`src/rtl/ssq_pkg.sv`:
```
package ssq_pkg;

  // ---------------------------------------------------------------
  // timing
  // ---------------------------------------------------------------
  localparam int CLK_PERIOD_PS = 8000;
  localparam int MASTER_OSC_KHZ = 38400;
  localparam int FAST_TIME_US = 4000;
  localparam int MED_TIME_US = 16700;
  localparam int SLOW_TIME_US = 100000;
  localparam int FAST_CYCLES = FAST_TIME_US * 1000 / (CLK_PERIOD_PS / 1000);
  localparam int MED_CYCLES = MED_TIME_US * 1000 / (CLK_PERIOD_PS / 1000);
  localparam int SLOW_CYCLES = SLOW_TIME_US * 1000 / (CLK_PERIOD_PS / 1000);

  // ---------------------------------------------------------------
  // register map (byte offsets) and reset values
  // ---------------------------------------------------------------
  localparam logic [7:0] CTRL_OFS = 8'h00;
  localparam logic [7:0] CMD_OFS = 8'h04;
  localparam logic [7:0] DIVISOR_OFS = 8'h08;
  localparam logic [7:0] ITF_OFS = 8'h0c;
  localparam logic [7:0] STATUS_OFS = 8'h10;
  localparam logic [7:0] RESULT_OFS = 8'h14;
  localparam logic [15:0] DIVISOR_RST = 16'h07a1;
  localparam logic [5:0] ITF_RST = 6'h28;
  localparam logic [5:0] ITF_MIN = 6'h01;
  localparam logic [5:0] ITF_MAX = 6'h18;

  // ---------------------------------------------------------------
  // divider thresholds and acquisition lengths
  // ---------------------------------------------------------------
  localparam logic [15:0] SYNC_HI_DIV = 16'h0020;
  localparam logic [15:0] FILT_LIM0 = 16'h0014;
  localparam logic [15:0] FILT_LIM1 = 16'h00c8;
  localparam logic [15:0] FILT_LIM2 = 16'h07d0;
  localparam logic [3:0] CONV_NORM = 4'h6;
  localparam logic [3:0] CONV_QUICK = 4'h5;
  localparam logic [3:0] CONV_SLOW = 4'h8;

  typedef enum logic [1:0] {
    SSQ_FAST = 2'h0,
    SSQ_MED = 2'h1,
    SSQ_SLOW = 2'h2
  } ssq_rate_type;

  typedef enum logic [2:0] {
    SSQ_IDLE = 3'h0,
    SSQ_SYNC = 3'h1,
    SSQ_INTEG = 3'h3,
    SSQ_DEINT = 3'h2,
    SSQ_HOLD = 3'h6
  } ssq_fsm_type;

  typedef struct packed {
    ssq_fsm_type st;
    logic [15:0] step_cnt;
    logic [5:0] addr;
    logic [7:0] test_sample;
    logic [7:0] ref_sample;
    logic [1:0] filt;
    logic period_pulse;
    logic [1:0] ref_phase;
    logic [3:0] conv_idx;
    logic [31:0] elapsed;
    logic [31:0] per_cnt;
    logic integ;
    logic deint;
    logic [23:0] count;
    logic [23:0] result;
    logic valid;
    ssq_rate_type rate;
    logic quick;
    logic single;
    logic [1:0] phase_cmd;
    logic [15:0] divisor;
    logic [5:0] itf;
    logic start_pend;
    logic rdy;
    logic slverr;
    logic [31:0] rdata;
  } ssq_state_type;

endpackage

```
`src/rtl/ssq_top.sv`:
```
`timescale 1ns/1ps

module ssq_top #(
  parameter int FAST_CYC = ssq_pkg::FAST_CYCLES,
  parameter int MED_CYC = ssq_pkg::MED_CYCLES,
  parameter int SLOW_CYC = ssq_pkg::SLOW_CYCLES,
  parameter logic [15:0] DIV_RST = ssq_pkg::DIVISOR_RST
) (
  input wire logic clk,
  input wire logic srst,
  input wire logic psel,
  input wire logic penable,
  input wire logic pwrite,
  input wire logic [7:0] paddr,
  input wire logic [31:0] pwdata,
  output logic [31:0] prdata,
  output logic pready,
  output logic pslverr,
  input wire logic zero_cross_detect_n,
  input wire logic integrator_overlevel_n,
  output logic [7:0] test_dac_data,
  output logic [7:0] ref_mdac_data,
  output logic [1:0] filter_select,
  output logic integrate_en,
  output logic deintegrate_en,
  output logic test_period_count_clock
);

  ssq_pkg::ssq_state_type r_reg;
  ssq_pkg::ssq_state_type r_next;

  // ---------------------------------------------------------------
  // functions
  // ---------------------------------------------------------------

  // quarter-wave table, offset binary around mid scale
  function automatic logic [7:0] sine_lut(input logic [5:0] a);
    logic [4:0] k;
    logic [7:0] m;
    k = a[4] ? 5'h10 - {1'b0, a[3:0]} : {1'b0, a[3:0]};
    case (k)
      5'h00: m = 8'h00;
      5'h01: m = 8'h0c;
      5'h02: m = 8'h19;
      5'h03: m = 8'h25;
      5'h04: m = 8'h31;
      5'h05: m = 8'h3c;
      5'h06: m = 8'h47;
      5'h07: m = 8'h51;
      5'h08: m = 8'h5a;
      5'h09: m = 8'h62;
      5'h0a: m = 8'h6a;
      5'h0b: m = 8'h70;
      5'h0c: m = 8'h75;
      5'h0d: m = 8'h7a;
      5'h0e: m = 8'h7d;
      5'h0f: m = 8'h7e;
      default: m = 8'h7f;
    endcase
    return a[5] ? 8'h80 - m : 8'h80 + m;
  endfunction

  // address decode used by both the read and the write path
  function automatic logic is_mapped(input logic [7:0] a);
    return a == ssq_pkg::CTRL_OFS || a == ssq_pkg::CMD_OFS ||
      a == ssq_pkg::DIVISOR_OFS || a == ssq_pkg::ITF_OFS ||
      a == ssq_pkg::STATUS_OFS || a == ssq_pkg::RESULT_OFS;
  endfunction

  // ---------------------------------------------------------------
  // next-state logic
  // ---------------------------------------------------------------
  always_comb begin
    logic step;
    logic [31:0] plen;
    logic [31:0] target;
    logic [31:0] e1;
    logic cont;
    logic [3:0] last;
    logic [3:0] nidx;
    logic done;
    step = 1'b0;
    plen = '0;
    target = '0;
    e1 = '0;
    cont = 1'b0;
    last = '0;
    nidx = '0;
    done = 1'b0;
    r_next = r_reg;

    // divider: one table step every divisor clocks, 64 steps per period
    step = r_reg.step_cnt >= r_reg.divisor - 16'h0001;
    r_next.step_cnt = step ? 16'h0000 : r_reg.step_cnt + 16'h0001;
    if (step) begin
      r_next.addr = r_reg.addr + 6'h01;
    end
    r_next.test_sample = sine_lut(r_reg.addr);
    // xor on bit5 (f) and bit4 (2f) turns the reference by 90/180/270
    r_next.ref_sample = sine_lut(r_reg.addr ^ {r_reg.ref_phase, 4'h0});

    // smoothing filter band from the step divisor
    if (r_reg.divisor < ssq_pkg::FILT_LIM0) begin
      r_next.filt = 2'h3;
    end else if (r_reg.divisor < ssq_pkg::FILT_LIM1) begin
      r_next.filt = 2'h2;
    end else if (r_reg.divisor < ssq_pkg::FILT_LIM2) begin
      r_next.filt = 2'h1;
    end else begin
      r_next.filt = 2'h0;
    end

    // period clock: full period at high rates, 1/32 period when slow
    if (r_reg.divisor < ssq_pkg::SYNC_HI_DIV) begin
      r_next.period_pulse = step && r_reg.addr == 6'h3f;
    end else begin
      r_next.period_pulse = step && r_reg.addr[0];
    end

    // integration target in clocks; factor is held in quarters
    plen = {10'h000, r_reg.divisor, 6'h00};
    case (r_reg.rate)
      ssq_pkg::SSQ_FAST: target = 32'((FAST_CYC * int'(r_reg.itf)) / 4);
      ssq_pkg::SSQ_MED: target = 32'((MED_CYC * int'(r_reg.itf)) / 4);
      default: target = 32'(SLOW_CYC);
    endcase
    e1 = r_reg.elapsed + 32'h0000_0001;
    if (r_reg.rate == ssq_pkg::SSQ_FAST) begin
      // nearest: take one more period while it lands closer to target
      cont = ({e1[30:0], 1'b0} + plen) < {target[30:0], 1'b0};
    end else begin
      cont = (e1 + plen) <= target;
    end

    // acquisition length
    if (r_reg.single) begin
      last = 4'h0;
    end else if (r_reg.rate == ssq_pkg::SSQ_SLOW) begin
      last = ssq_pkg::CONV_SLOW - 4'h1;
    end else if (r_reg.quick) begin
      last = ssq_pkg::CONV_QUICK - 4'h1;
    end else begin
      last = ssq_pkg::CONV_NORM - 4'h1;
    end
    nidx = r_reg.conv_idx + 4'h1;

    // apb: data registered in setup, answered in the access cycle
    r_next.rdy = psel && !penable;
    if (psel && !penable) begin
      r_next.slverr = !is_mapped(paddr);
      case (paddr)
        ssq_pkg::CTRL_OFS: r_next.rdata = {26'h0, r_reg.phase_cmd, r_reg.single,
          r_reg.quick, r_reg.rate};
        ssq_pkg::DIVISOR_OFS: r_next.rdata = {16'h0000, r_reg.divisor};
        ssq_pkg::ITF_OFS: r_next.rdata = {26'h0, r_reg.itf};
        ssq_pkg::STATUS_OFS: r_next.rdata = {19'h0, r_reg.st, r_reg.ref_phase,
          r_reg.conv_idx, r_reg.deint, r_reg.integ, r_reg.valid,
          r_reg.st != ssq_pkg::SSQ_IDLE};
        ssq_pkg::RESULT_OFS: r_next.rdata = {8'h00, r_reg.result};
        default: r_next.rdata = 32'h0000_0000;
      endcase
    end
    done = psel && penable && r_reg.rdy;
    if (done && pwrite) begin
      // mode fields are frozen while an acquisition runs
      if (paddr == ssq_pkg::CTRL_OFS && r_reg.st == ssq_pkg::SSQ_IDLE) begin
        r_next.rate = ssq_pkg::ssq_rate_type'(pwdata[1:0]);
        r_next.quick = pwdata[2];
        r_next.single = pwdata[3];
        r_next.phase_cmd = pwdata[5:4];
      end
      if (paddr == ssq_pkg::DIVISOR_OFS) begin
        r_next.divisor = (pwdata[15:0] == 16'h0000) ? 16'h0001 : pwdata[15:0];
      end
      if (paddr == ssq_pkg::ITF_OFS) begin
        if (pwdata[5:0] < ssq_pkg::ITF_MIN || pwdata[31:6] != 26'h0) begin
          r_next.itf = (pwdata[31:6] != 26'h0) ? ssq_pkg::ITF_MAX : ssq_pkg::ITF_MIN;
        end else if (pwdata[5:0] > ssq_pkg::ITF_MAX) begin
          r_next.itf = ssq_pkg::ITF_MAX;
        end else begin
          r_next.itf = pwdata[5:0];
        end
      end
    end
    // reading the result releases the hold
    if (done && !pwrite && paddr == ssq_pkg::RESULT_OFS) begin
      r_next.valid = 1'b0;
    end

    // conversion sequencer
    case (r_reg.st)
      ssq_pkg::SSQ_IDLE: begin
        if (r_reg.start_pend) begin
          r_next.start_pend = 1'b0;
          r_next.conv_idx = 4'h0;
          r_next.ref_phase = r_reg.single ? r_reg.phase_cmd : 2'h0;
          r_next.st = ssq_pkg::SSQ_SYNC;
        end
      end
      ssq_pkg::SSQ_SYNC: begin
        if (r_reg.period_pulse) begin
          r_next.integ = 1'b1;
          r_next.elapsed = 32'h0;
          r_next.per_cnt = 32'h0;
          r_next.st = ssq_pkg::SSQ_INTEG;
        end
      end
      ssq_pkg::SSQ_INTEG: begin
        r_next.elapsed = e1;
        r_next.per_cnt = r_reg.per_cnt + 32'h1;
        if (r_reg.deint) begin
          r_next.count = r_reg.count + 24'h1;
        end
        if (r_reg.deint && !zero_cross_detect_n) begin
          // ramp crossed zero while still sampling: conversion is over
          r_next.integ = 1'b0;
          r_next.deint = 1'b0;
          r_next.result = r_reg.count;
          r_next.valid = 1'b1;
          r_next.st = ssq_pkg::SSQ_HOLD;
        end else begin
          if (!r_reg.deint && !integrator_overlevel_n) begin
            r_next.deint = 1'b1;
            r_next.count = 24'h0;
          end
          if (r_reg.per_cnt == plen - 32'h1) begin
            r_next.per_cnt = 32'h0;
            if (!cont) begin
              r_next.integ = 1'b0;
              r_next.st = ssq_pkg::SSQ_DEINT;
              if (!r_reg.deint && integrator_overlevel_n) begin
                r_next.deint = 1'b1;
                r_next.count = 24'h0;
              end
            end
          end
        end
      end
      ssq_pkg::SSQ_DEINT: begin
        if (!zero_cross_detect_n) begin
          r_next.deint = 1'b0;
          r_next.result = r_reg.count;
          r_next.valid = 1'b1;
          r_next.st = ssq_pkg::SSQ_HOLD;
        end else begin
          r_next.count = r_reg.count + 24'h1;
        end
      end
      ssq_pkg::SSQ_HOLD: begin
        // result stays frozen; next conversion waits for the read
        if (!r_reg.valid) begin
          if (r_reg.conv_idx >= last) begin
            r_next.st = ssq_pkg::SSQ_IDLE;
          end else begin
            r_next.conv_idx = nidx;
            r_next.ref_phase = nidx[2:1];
            r_next.st = ssq_pkg::SSQ_SYNC;
          end
        end
      end
      default: begin
        r_next.st = ssq_pkg::SSQ_IDLE;
        r_next.integ = 1'b0;
        r_next.deint = 1'b0;
      end
    endcase

    // start command: a write in the consuming cycle is kept
    if (done && pwrite && paddr == ssq_pkg::CMD_OFS && pwdata[0]) begin
      r_next.start_pend = 1'b1;
    end
  end

  // ---------------------------------------------------------------
  // state register
  // ---------------------------------------------------------------
  always_ff @(posedge clk) begin
    if (srst) begin
      r_reg <= '0;
      r_reg.divisor <= DIV_RST;
      r_reg.itf <= ssq_pkg::ITF_RST;
    end else begin
      r_reg <= r_next;
    end
  end

  // outputs straight from flops, except pslverr which is slverr gated by rdy
  assign prdata = r_reg.rdata;
  assign pready = r_reg.rdy;
  assign pslverr = r_reg.slverr && r_reg.rdy;
  assign test_dac_data = r_reg.test_sample;
  assign ref_mdac_data = r_reg.ref_sample;
  assign filter_select = r_reg.filt;
  assign integrate_en = r_reg.integ;
  assign deintegrate_en = r_reg.deint;
  assign test_period_count_clock = r_reg.period_pulse;

  // ---------------------------------------------------------------
  // assertions
  // ---------------------------------------------------------------
  property p_step_advance;
    @(posedge clk) disable iff (srst)
      (r_reg.step_cnt >= r_reg.divisor - 16'h0001) |=> r_reg.addr == $past(r_reg.addr) + 6'h01;
  endproperty
  a_step_advance: assert property (p_step_advance) else $error("table address missed a step");

  property p_test_peak;
    @(posedge clk) disable iff (srst)
      r_reg.addr == 6'h10 |=> test_dac_data == 8'hff;
  endproperty
  a_test_peak: assert property (p_test_peak) else $error("test sample wrong at peak");

  property p_ref_inverse;
    @(posedge clk) disable iff (srst)
      (r_reg.addr == 6'h10 && r_reg.ref_phase == 2'h2) |=> ref_mdac_data == 8'h01;
  endproperty
  a_ref_inverse: assert property (p_ref_inverse) else $error("180 degree reference wrong");

  property p_count_gate;
    @(posedge clk) disable iff (srst)
      (r_reg.count != $past(r_reg.count) && r_reg.count != 24'h0) |-> $past(r_reg.deint);
  endproperty
  a_count_gate: assert property (p_count_gate) else $error("counter ran outside deintegration");

  property p_overlevel;
    @(posedge clk) disable iff (srst)
      (r_reg.st == ssq_pkg::SSQ_INTEG && !r_reg.deint && !integrator_overlevel_n)
        |=> deintegrate_en ##0 r_reg.count == 24'h0;
  endproperty
  a_overlevel: assert property (p_overlevel) else $error("overlevel did not start deintegration");

  property p_sync;
    @(posedge clk) disable iff (srst)
      (r_reg.st == ssq_pkg::SSQ_SYNC && r_reg.period_pulse) |=> integrate_en;
  endproperty
  a_sync: assert property (p_sync) else $error("integration not started on sync");

  property p_result_hold;
    @(posedge clk) disable iff (srst)
      (r_reg.st == ssq_pkg::SSQ_HOLD && r_reg.valid) |=> $stable(r_reg.result);
  endproperty
  a_result_hold: assert property (p_result_hold) else $error("result moved before read");

  property p_phase_stable;
    @(posedge clk) disable iff (srst)
      (integrate_en || deintegrate_en) |=> $stable(r_reg.ref_phase);
  endproperty
  a_phase_stable: assert property (p_phase_stable) else $error("phase changed mid conversion");

  property p_phase_seq;
    @(posedge clk) disable iff (srst)
      (integrate_en && !r_reg.single) |-> r_reg.ref_phase == r_reg.conv_idx[2:1];
  endproperty
  a_phase_seq: assert property (p_phase_seq) else $error("sequence phase wrong");

  property p_quick_len;
    @(posedge clk) disable iff (srst)
      (r_reg.st == ssq_pkg::SSQ_SYNC && r_reg.quick && !r_reg.single &&
        r_reg.rate != ssq_pkg::SSQ_SLOW) |-> r_reg.conv_idx <= 4'h4;
  endproperty
  a_quick_len: assert property (p_quick_len) else $error("quick acquisition too long");

endmodule

```
`config.mk`:
```
export PLATFORM = sky130hd
export DESIGN_NAME = ssq_top
export DESIGN_NICKNAME = d
export VERILOG_FILES = /design/src/rtl/ssq_pkg.sv /design/src/rtl/ssq_top.sv
export SDC_FILE = /design/constraint.sdc
export NUM_CORES = 1
export LEC_CHECK = 0
export ABC_AREA = 1
export BUFFER_PORTS_ARGS = -buffer_cell sky130_fd_sc_hd__clkbuf_2
export CAP_MARGIN = 15
export CORE_MARGIN = 5
export CORE_UTILIZATION = 41
export CTS_CLUSTER_DIAMETER = 150
export DETAILED_ROUTE_END_ITERATION = 6
export PLACE_DENSITY = 0.62
export SLEW_MARGIN = 20
export SYNTH_ARGS = -nofsm -noshare
export SYNTH_HDL_FRONTEND = slang
export SYNTH_SLANG_ARGS = --single-unit
```
`constraint.sdc`:
```
create_clock -name clk -period 5.15 [get_ports clk]
set_clock_uncertainty 0.05 [all_clocks]
set_input_delay 0.2575 -clock clk [delete_from_list [all_inputs] [get_ports clk]]
set_output_delay 0.2575 -clock clk [all_outputs]
set_load 0.005 [all_outputs]
```
Yosys cells after proc, flatten, opt, wreduce, memory -nomap -nowiden
Memories as Yosys holds them, arrays and structs flattened.
Cells that the tools add are included.
Widths: inputs -> output; s select.
{ "word_totals": {"regBits": 228, "memories": 2, "romBits": 224, "elab_cells": 186} }
{ "op_classes": {"addsub": 16, "order_cmp": 10, "multipliers": 2, "bitwise_logic": 3, "eq_ne": 22, "n_reduce_logical": 50, "mux": 55} }
{ "memory_table": {"columns": ["name", "depth", "word_bits", "rd", "rd_clocked_by_memory_dff", "wr", "line", "source"], "rows": [
  ["(name not given)", 16, 7, 1, 0, 0, "ssq_top.sv:41", "case (k)"],
  ["(name not given)", 16, 7, 1, 0, 0, "ssq_top.sv:41", null]
]} }
{ "ops": {"columns": ["operator", "count"], "rows": [
  ["$pmux 64 s2", 1],
  ["$pmux 24 s5", 1],
  ["$mux 25", 4],
  ["$pmux 49 s2", 1],
  ["$mux 24", 4],
  ["$mux 65", 1],
  ["$add 32x1->32 const B", 2],
  ["$add 32x22->32", 2],
  ["$mux 58", 1],
  ["$pmux 25 s2", 1],
  ["$eq 32x32->1", 1],
  ["$le 32x32->1", 1],
  ["$lt 32x32->1", 1],
  ["$mux 32", 1],
  ["$mux 8", 4],
  ["$mux 6", 5],
  ["$mux 26", 1],
  ["$reduce_bool 26->1", 1],
  ["$mul 19x6->25 const A", 1],
  ["$add 24x1->24 const B", 1],
  ["$mux 3", 8],
  ["$sub 22x1->23 const B", 1],
  ["$mul 14x6->20 const A", 1],
  ["$add 16x1->16 const B", 1],
  ["49 further kinds", 112]
]} }

Logic depth before layout (Yosys ltp)
{ "depth": {"word_depth": 9, "ltp_mapped": 44, "ltp_nobuf": 43} }

Worst setup path before layout
OpenSTA, ideal clock, no wires.
{ "synth_path": {"path_type": "register -> register", "start": "reg r_reg[39] in the netlist's numbering", "end": "reg r_reg[100] in the netlist's numbering", "period_less_slack_ns": 5.659, "required_time_ns": 4.968, "path_buffers": 1, "stages_incl_launch_ff": 45, "path_slack_ns": -0.509, "arrival_ns": 5.477, "path_cell_list": "dfxtp_1 > inv_1 > ha_1 > inv_1 > fa_1 > ha_1 > ha_1 > a21oi_1 > nand2_1 > nand2_1 > nand2_1 > nand2_1 > a21oi_1 > o21ai_0 > nand2_1 > and2_1 > o21ai_0 > nand2_1 > [... 9 more ...] > nand4_1 > nor2_1 > nand2_1 > nand3_1 > nand2_1 > nand2_1 > nand2_1 > nand3_1 > nor3_2 > nand2_1 > nand3_2 > nand2_4 > nand2_8 > buf_12 > nand3_2 > nand2_1 > nand2_1 > a21oi_2"} }
{ "synth_via": {"elab_chain_cells": 8} }
{ "synth_lines": {"columns": ["item", "line", "source"], "rows": [
  ["from (decl)", "ssq_top.sv:29", "ssq_pkg::ssq_state_type r_reg;"],
  ["from (signal assigned)", "ssq_top.sv:283", "r_reg <= r_next;"],
  ["$mul 19x6->25 or $mul 14x6->20 (tied branches)", "ssq_top.sv:124, ssq_top.sv:123", null],
  ["$pmux 25 s2 (*)", "ssq_top.sv:122", "case (r_reg.rate)"],
  ["$le 32x32->1 or $lt 32x32->1 (tied branches)", "ssq_top.sv:132, ssq_top.sv:130", null],
  ["$mux 1 (*)", "ssq_top.sv:128", "if (r_reg.rate == ssq_pkg::SSQ_FAST) begin"],
  ["$mux 26 (*)", "ssq_top.sv:228", "if (!cont) begin"],
  ["$mux 58 (*)", "ssq_top.sv:226", "if (r_reg.per_cnt == plen - 32'h1) begin"],
  ["$mux 24 (*)", "ssq_top.sv:214", "if (r_reg.deint && !zero_cross_detect_n) begin"],
  ["$pmux 49 s2 (*)", "ssq_top.sv:191", "case (r_reg.st)"]
]} }
Every way passes the cells marked *; elsewhere a longest branch is shown, timed or not. The select of a mux whose other input is x is not followed.
A chain may end at the register's enable or synchronous reset.

Worst setup path in the final report
{ "layout_path": {"start": "reg r_reg[36] in the netlist's numbering", "end": "reg r_reg[90] in the netlist's numbering"} }
The elaborated chain is that of the path after synthesis.

==> metrics.md <==
| Metric | Value |
|---|---|
| Final-layout fill cell count | 4664 |
| Synth area leader | dfxtp_1 |
| Synthesis Warnings | 0 |
| Top cells by area, synth | dfxtp_1 22%, nand2_1 14%, ha_1 12%, a21oi_1 7.6%, inv_1 6.9% |
| Final std cells w/o fill | 3879 |
| Worst EP required | 5.57 ns |
| Minimum clock period | 5.973 ns |
| Mapped Cells | 2978 |
| Hold_ws | 0.04928 ns |
| Sink Count | 220 |
| Antenna violations before repair | 2 |
| Vias per cell | 5.339 |
| FF-to-FF setup slack | -0.82 ns |
| GRT Resource Usage Total | 23.50% |
| Worst EP arrival | 6.39 ns |
| PnR worst setup slack | -0.8227 ns |
| Pre-Repair DR Iteration Count | 5 |
| Power Density | 182.4 mW/mm² |
| Port bufs | 93 |
| Largest net degree at the start of global routing | 80 |
| Critical path peak fanout | 6 |
| Hold path startpoint | pwrite |
| Critical Path Source Type | register |
| Yosys reg bits | 220 |
| DPL Wire Length | 50290 µm |
| Cell at the slowest stage of the critical path | fa_2 |
| Final Max Slew Viols | 0 |
| Nets | 3509 |
| Most common flop cell mapped by yosys | dfxtp_1 |
| Die Y | 229.0 µm |
| GPL Wtd Cong | 0.9454 |
| Pleak | 0.01110 µW |
| Syn-to-layout area delta | 22.09% |
| Drt total wl | 64690 µm |
| Syn Area/Cell | 6.601 µm² |
| Max Cap Viol | 0 |
| Layout cell share with drive strength beyond 1 | 18.50% |
| Slew HR | 20.92% |
| Crit path largest cell delay | 0.56 ns |
| Reg-to-reg critical path startpoint | r_reg[36] |
| Drt wl/cell | 16.68 µm |
| Achievable Freq | 167.4 MHz |
| N_diodes | 0 |
| Count of different cell masters after synthesis | 61 |
| Post-Place Cells | 3788 |
| CTS tree | done |
| Synthesized area | 0.01966 mm² |
| CTS Buf Count | 27 |
| Status | complete, but fails checks |
| R2r endpoint | r_reg[90] |
| Failing checks | negative setup slack |
| Number of synthesized flops with an enable pin | 0 |
| Initial Utilization | 41.34% |
| Clock transition at the registers of the reported paths | 0.06 ns |
| Worst Hold Path Cells | 3 |
| Register area | 0.004424 mm² |
| Routed Antenna Nets | 0 |
| Number of global-route vias before repair | 19.78k |
| Initial DRC Count | 1716 |
| Number of cell rows | 80 |
| Core region area | 0.04755 mm² |
| Post-synthesis async set-or-reset flop share | 0% |
| Setup violators final | 28 |
| Worst path most repeated cell | nand2_1 |
| Final Hold Fails | 0 |
| Endpoint with the worst hold slack | r_reg[63] |
| First-pass GRT wire length | 103100 µm |
| Via count | 20.71k |
| Crit. End Element | register |
| # IOs | 102 |
| Grt total ovfl | 0 |
| Worst vdd ir | 0.2336 mV |
| Unrepaired setup endpoints after global routing | yes |
| Clock Tree Buf Depth | 3 |
| Yosys top cell area share | 22.40% |
| Multi-input logic area | 0.01386 mm² |
| DRC errors left | 0 |
| Root Driver | clkbuf_16 |
| Clock Latency Late Sink | 0.55 ns |
| Seq/Total Area, Yosys | 22.40% |
| Die area | 0.05243 mm² |
| Final period utilization | 116.0% |
| Worst R2R Path Depth | 32 |
| Die width | 229.0 µm |
| Worst-Margin Slew | 1.177 ns |
| Max reg flops | 174 |
| H-tree levels | 1 |
| Hold crit path type | primary input to register |
| Critical path type | register to register |
cell usage in the layout (no fill, tap or decap), drive strengths merged, types with 5 or more instances in the layout:
cell           n
o22ai         12
nand4         59
a31oi         22
inv          368
o211ai        18
nand3        167
a21oi        310
nor4          26
xor2          82
fa            32
ha           186
a21o           6
nor2         238
or2           20
nand3b        18
dlygate4sd3   14
xnor2         32
clkbuf       123
nor3b          6
a221oi         6
clkinv        11
bufinv         8
buf          250
dfxtp        220
nor3          54
a211oi         5
conb           8
o221ai         8
o21ai        140
nand2        775
o31ai          5
critical path: cells and delay by family (launching register included):
kind | cells | cell delay, ns
AOI/OAI and AO/OA | 4 | 0.72
DFF | 1 | 0.35
xor gates and xnor gates | 1 | 0.18
buffers and inverters | 4 | 0.37
adders and majority gates | 5 | 2.09
and+or+nand+nor | 18 | 2.10
final cells by class:
type	instances	share of cell area (%)
inverter	372	5.844
sequential	220	18.43
timing repair buffer	356	10.54
clock buffer	31	2.961
multi-input combinational	2267	57.75
clock inverter	18	1.262
tap	615	3.206
report_power, final:
group	leakage (µW)	switching [µW]	internal, µW	total (µW)
Combinational	0.00882	328	113	441
Clock	0.000495	797	1390	2190
Sequential	0.00178	27.7	1720	1750
logic make-up after synthesis:
logic type / share of synthesized area (%)
xor gates and xnor gates: 5.079
DFF: 22.40
buffers and inverters: 10.78
other: 0.01908
and+or+nand+nor: 30.82
adders and majority gates: 15.10
AOI/OAI and AO/OA: 15.80
through the flow:
stage	worst slack (ns)	TNS, ns	total power (µW)	utilization, %	area, µm²
6_report	-0.8227	-21.41	4378	50.48	24000
5_1_grt	-1.064	-27.95	4535	50.48	24000
4_1_cts	-0.5880	-14.96	4396	49.83	23690
3_5_place_dp	-1.003	-26.12	2190	46.47	22090
3_3_place_gp	-1.120	-29.69	2183	46.46	22090
2_1_floorplan	-0.03786	-0.3006	2064	-	19850
worst max-delay path by stage:
stage / startpoint / end / slack (ns)
floorplan: r_reg[37] / r_reg[100] / -0.04
global placement: r_reg[36] / r_reg[93] / -1.12
detailed placement: r_reg[36] / r_reg[90] / -1.00
CTS: r_reg[38] / r_reg[102] / -0.59
global route: r_reg[36] / r_reg[90] / -1.06
finish: r_reg[36] / r_reg[90] / -0.82
metal layers:
layer / share of wire [%] / track usage (%) / vias to the layer above / wire length, µm
met5: 0.032 / 0 / - / 21
met4: 2.8 / 6.822 / 4 / 1817
met3: 5.7 / 2.497 / 111 / 3680
met2: 47 / 39.96 / 589 / 30430
met1: 44 / 31.66 / 9649 / 28740
li1: - / - / 10360 / -
Yosys cell counts (20+ instances only):
cell and n:
a21oi_1 300, a31oi_1 22, buf_4 51, clkbuf_1 63, dfxtp_1 220, fa_1 32, ha_1 186, inv_1 363
nand2_1 750, nand3_1 156, nand4_1 59, nor2_1 216, nor3_1 51, nor4_1 24, o21ai_0 136, or2_2 20
xnor2_1 32, xor2_1 82
repair_timing:
item / in CTS / in global routing
endpoints found under the setup margin: 28 / 28
pin swaps: 32 / 44
hold buffers: 14 / 0
resized for setup: 59 / 49
endpoints found under the hold margin: 20 / 0
setup buffers: 17 / 9
cloned: 2 / 1
Note: power is estimated with default switching activity, not from simulation.
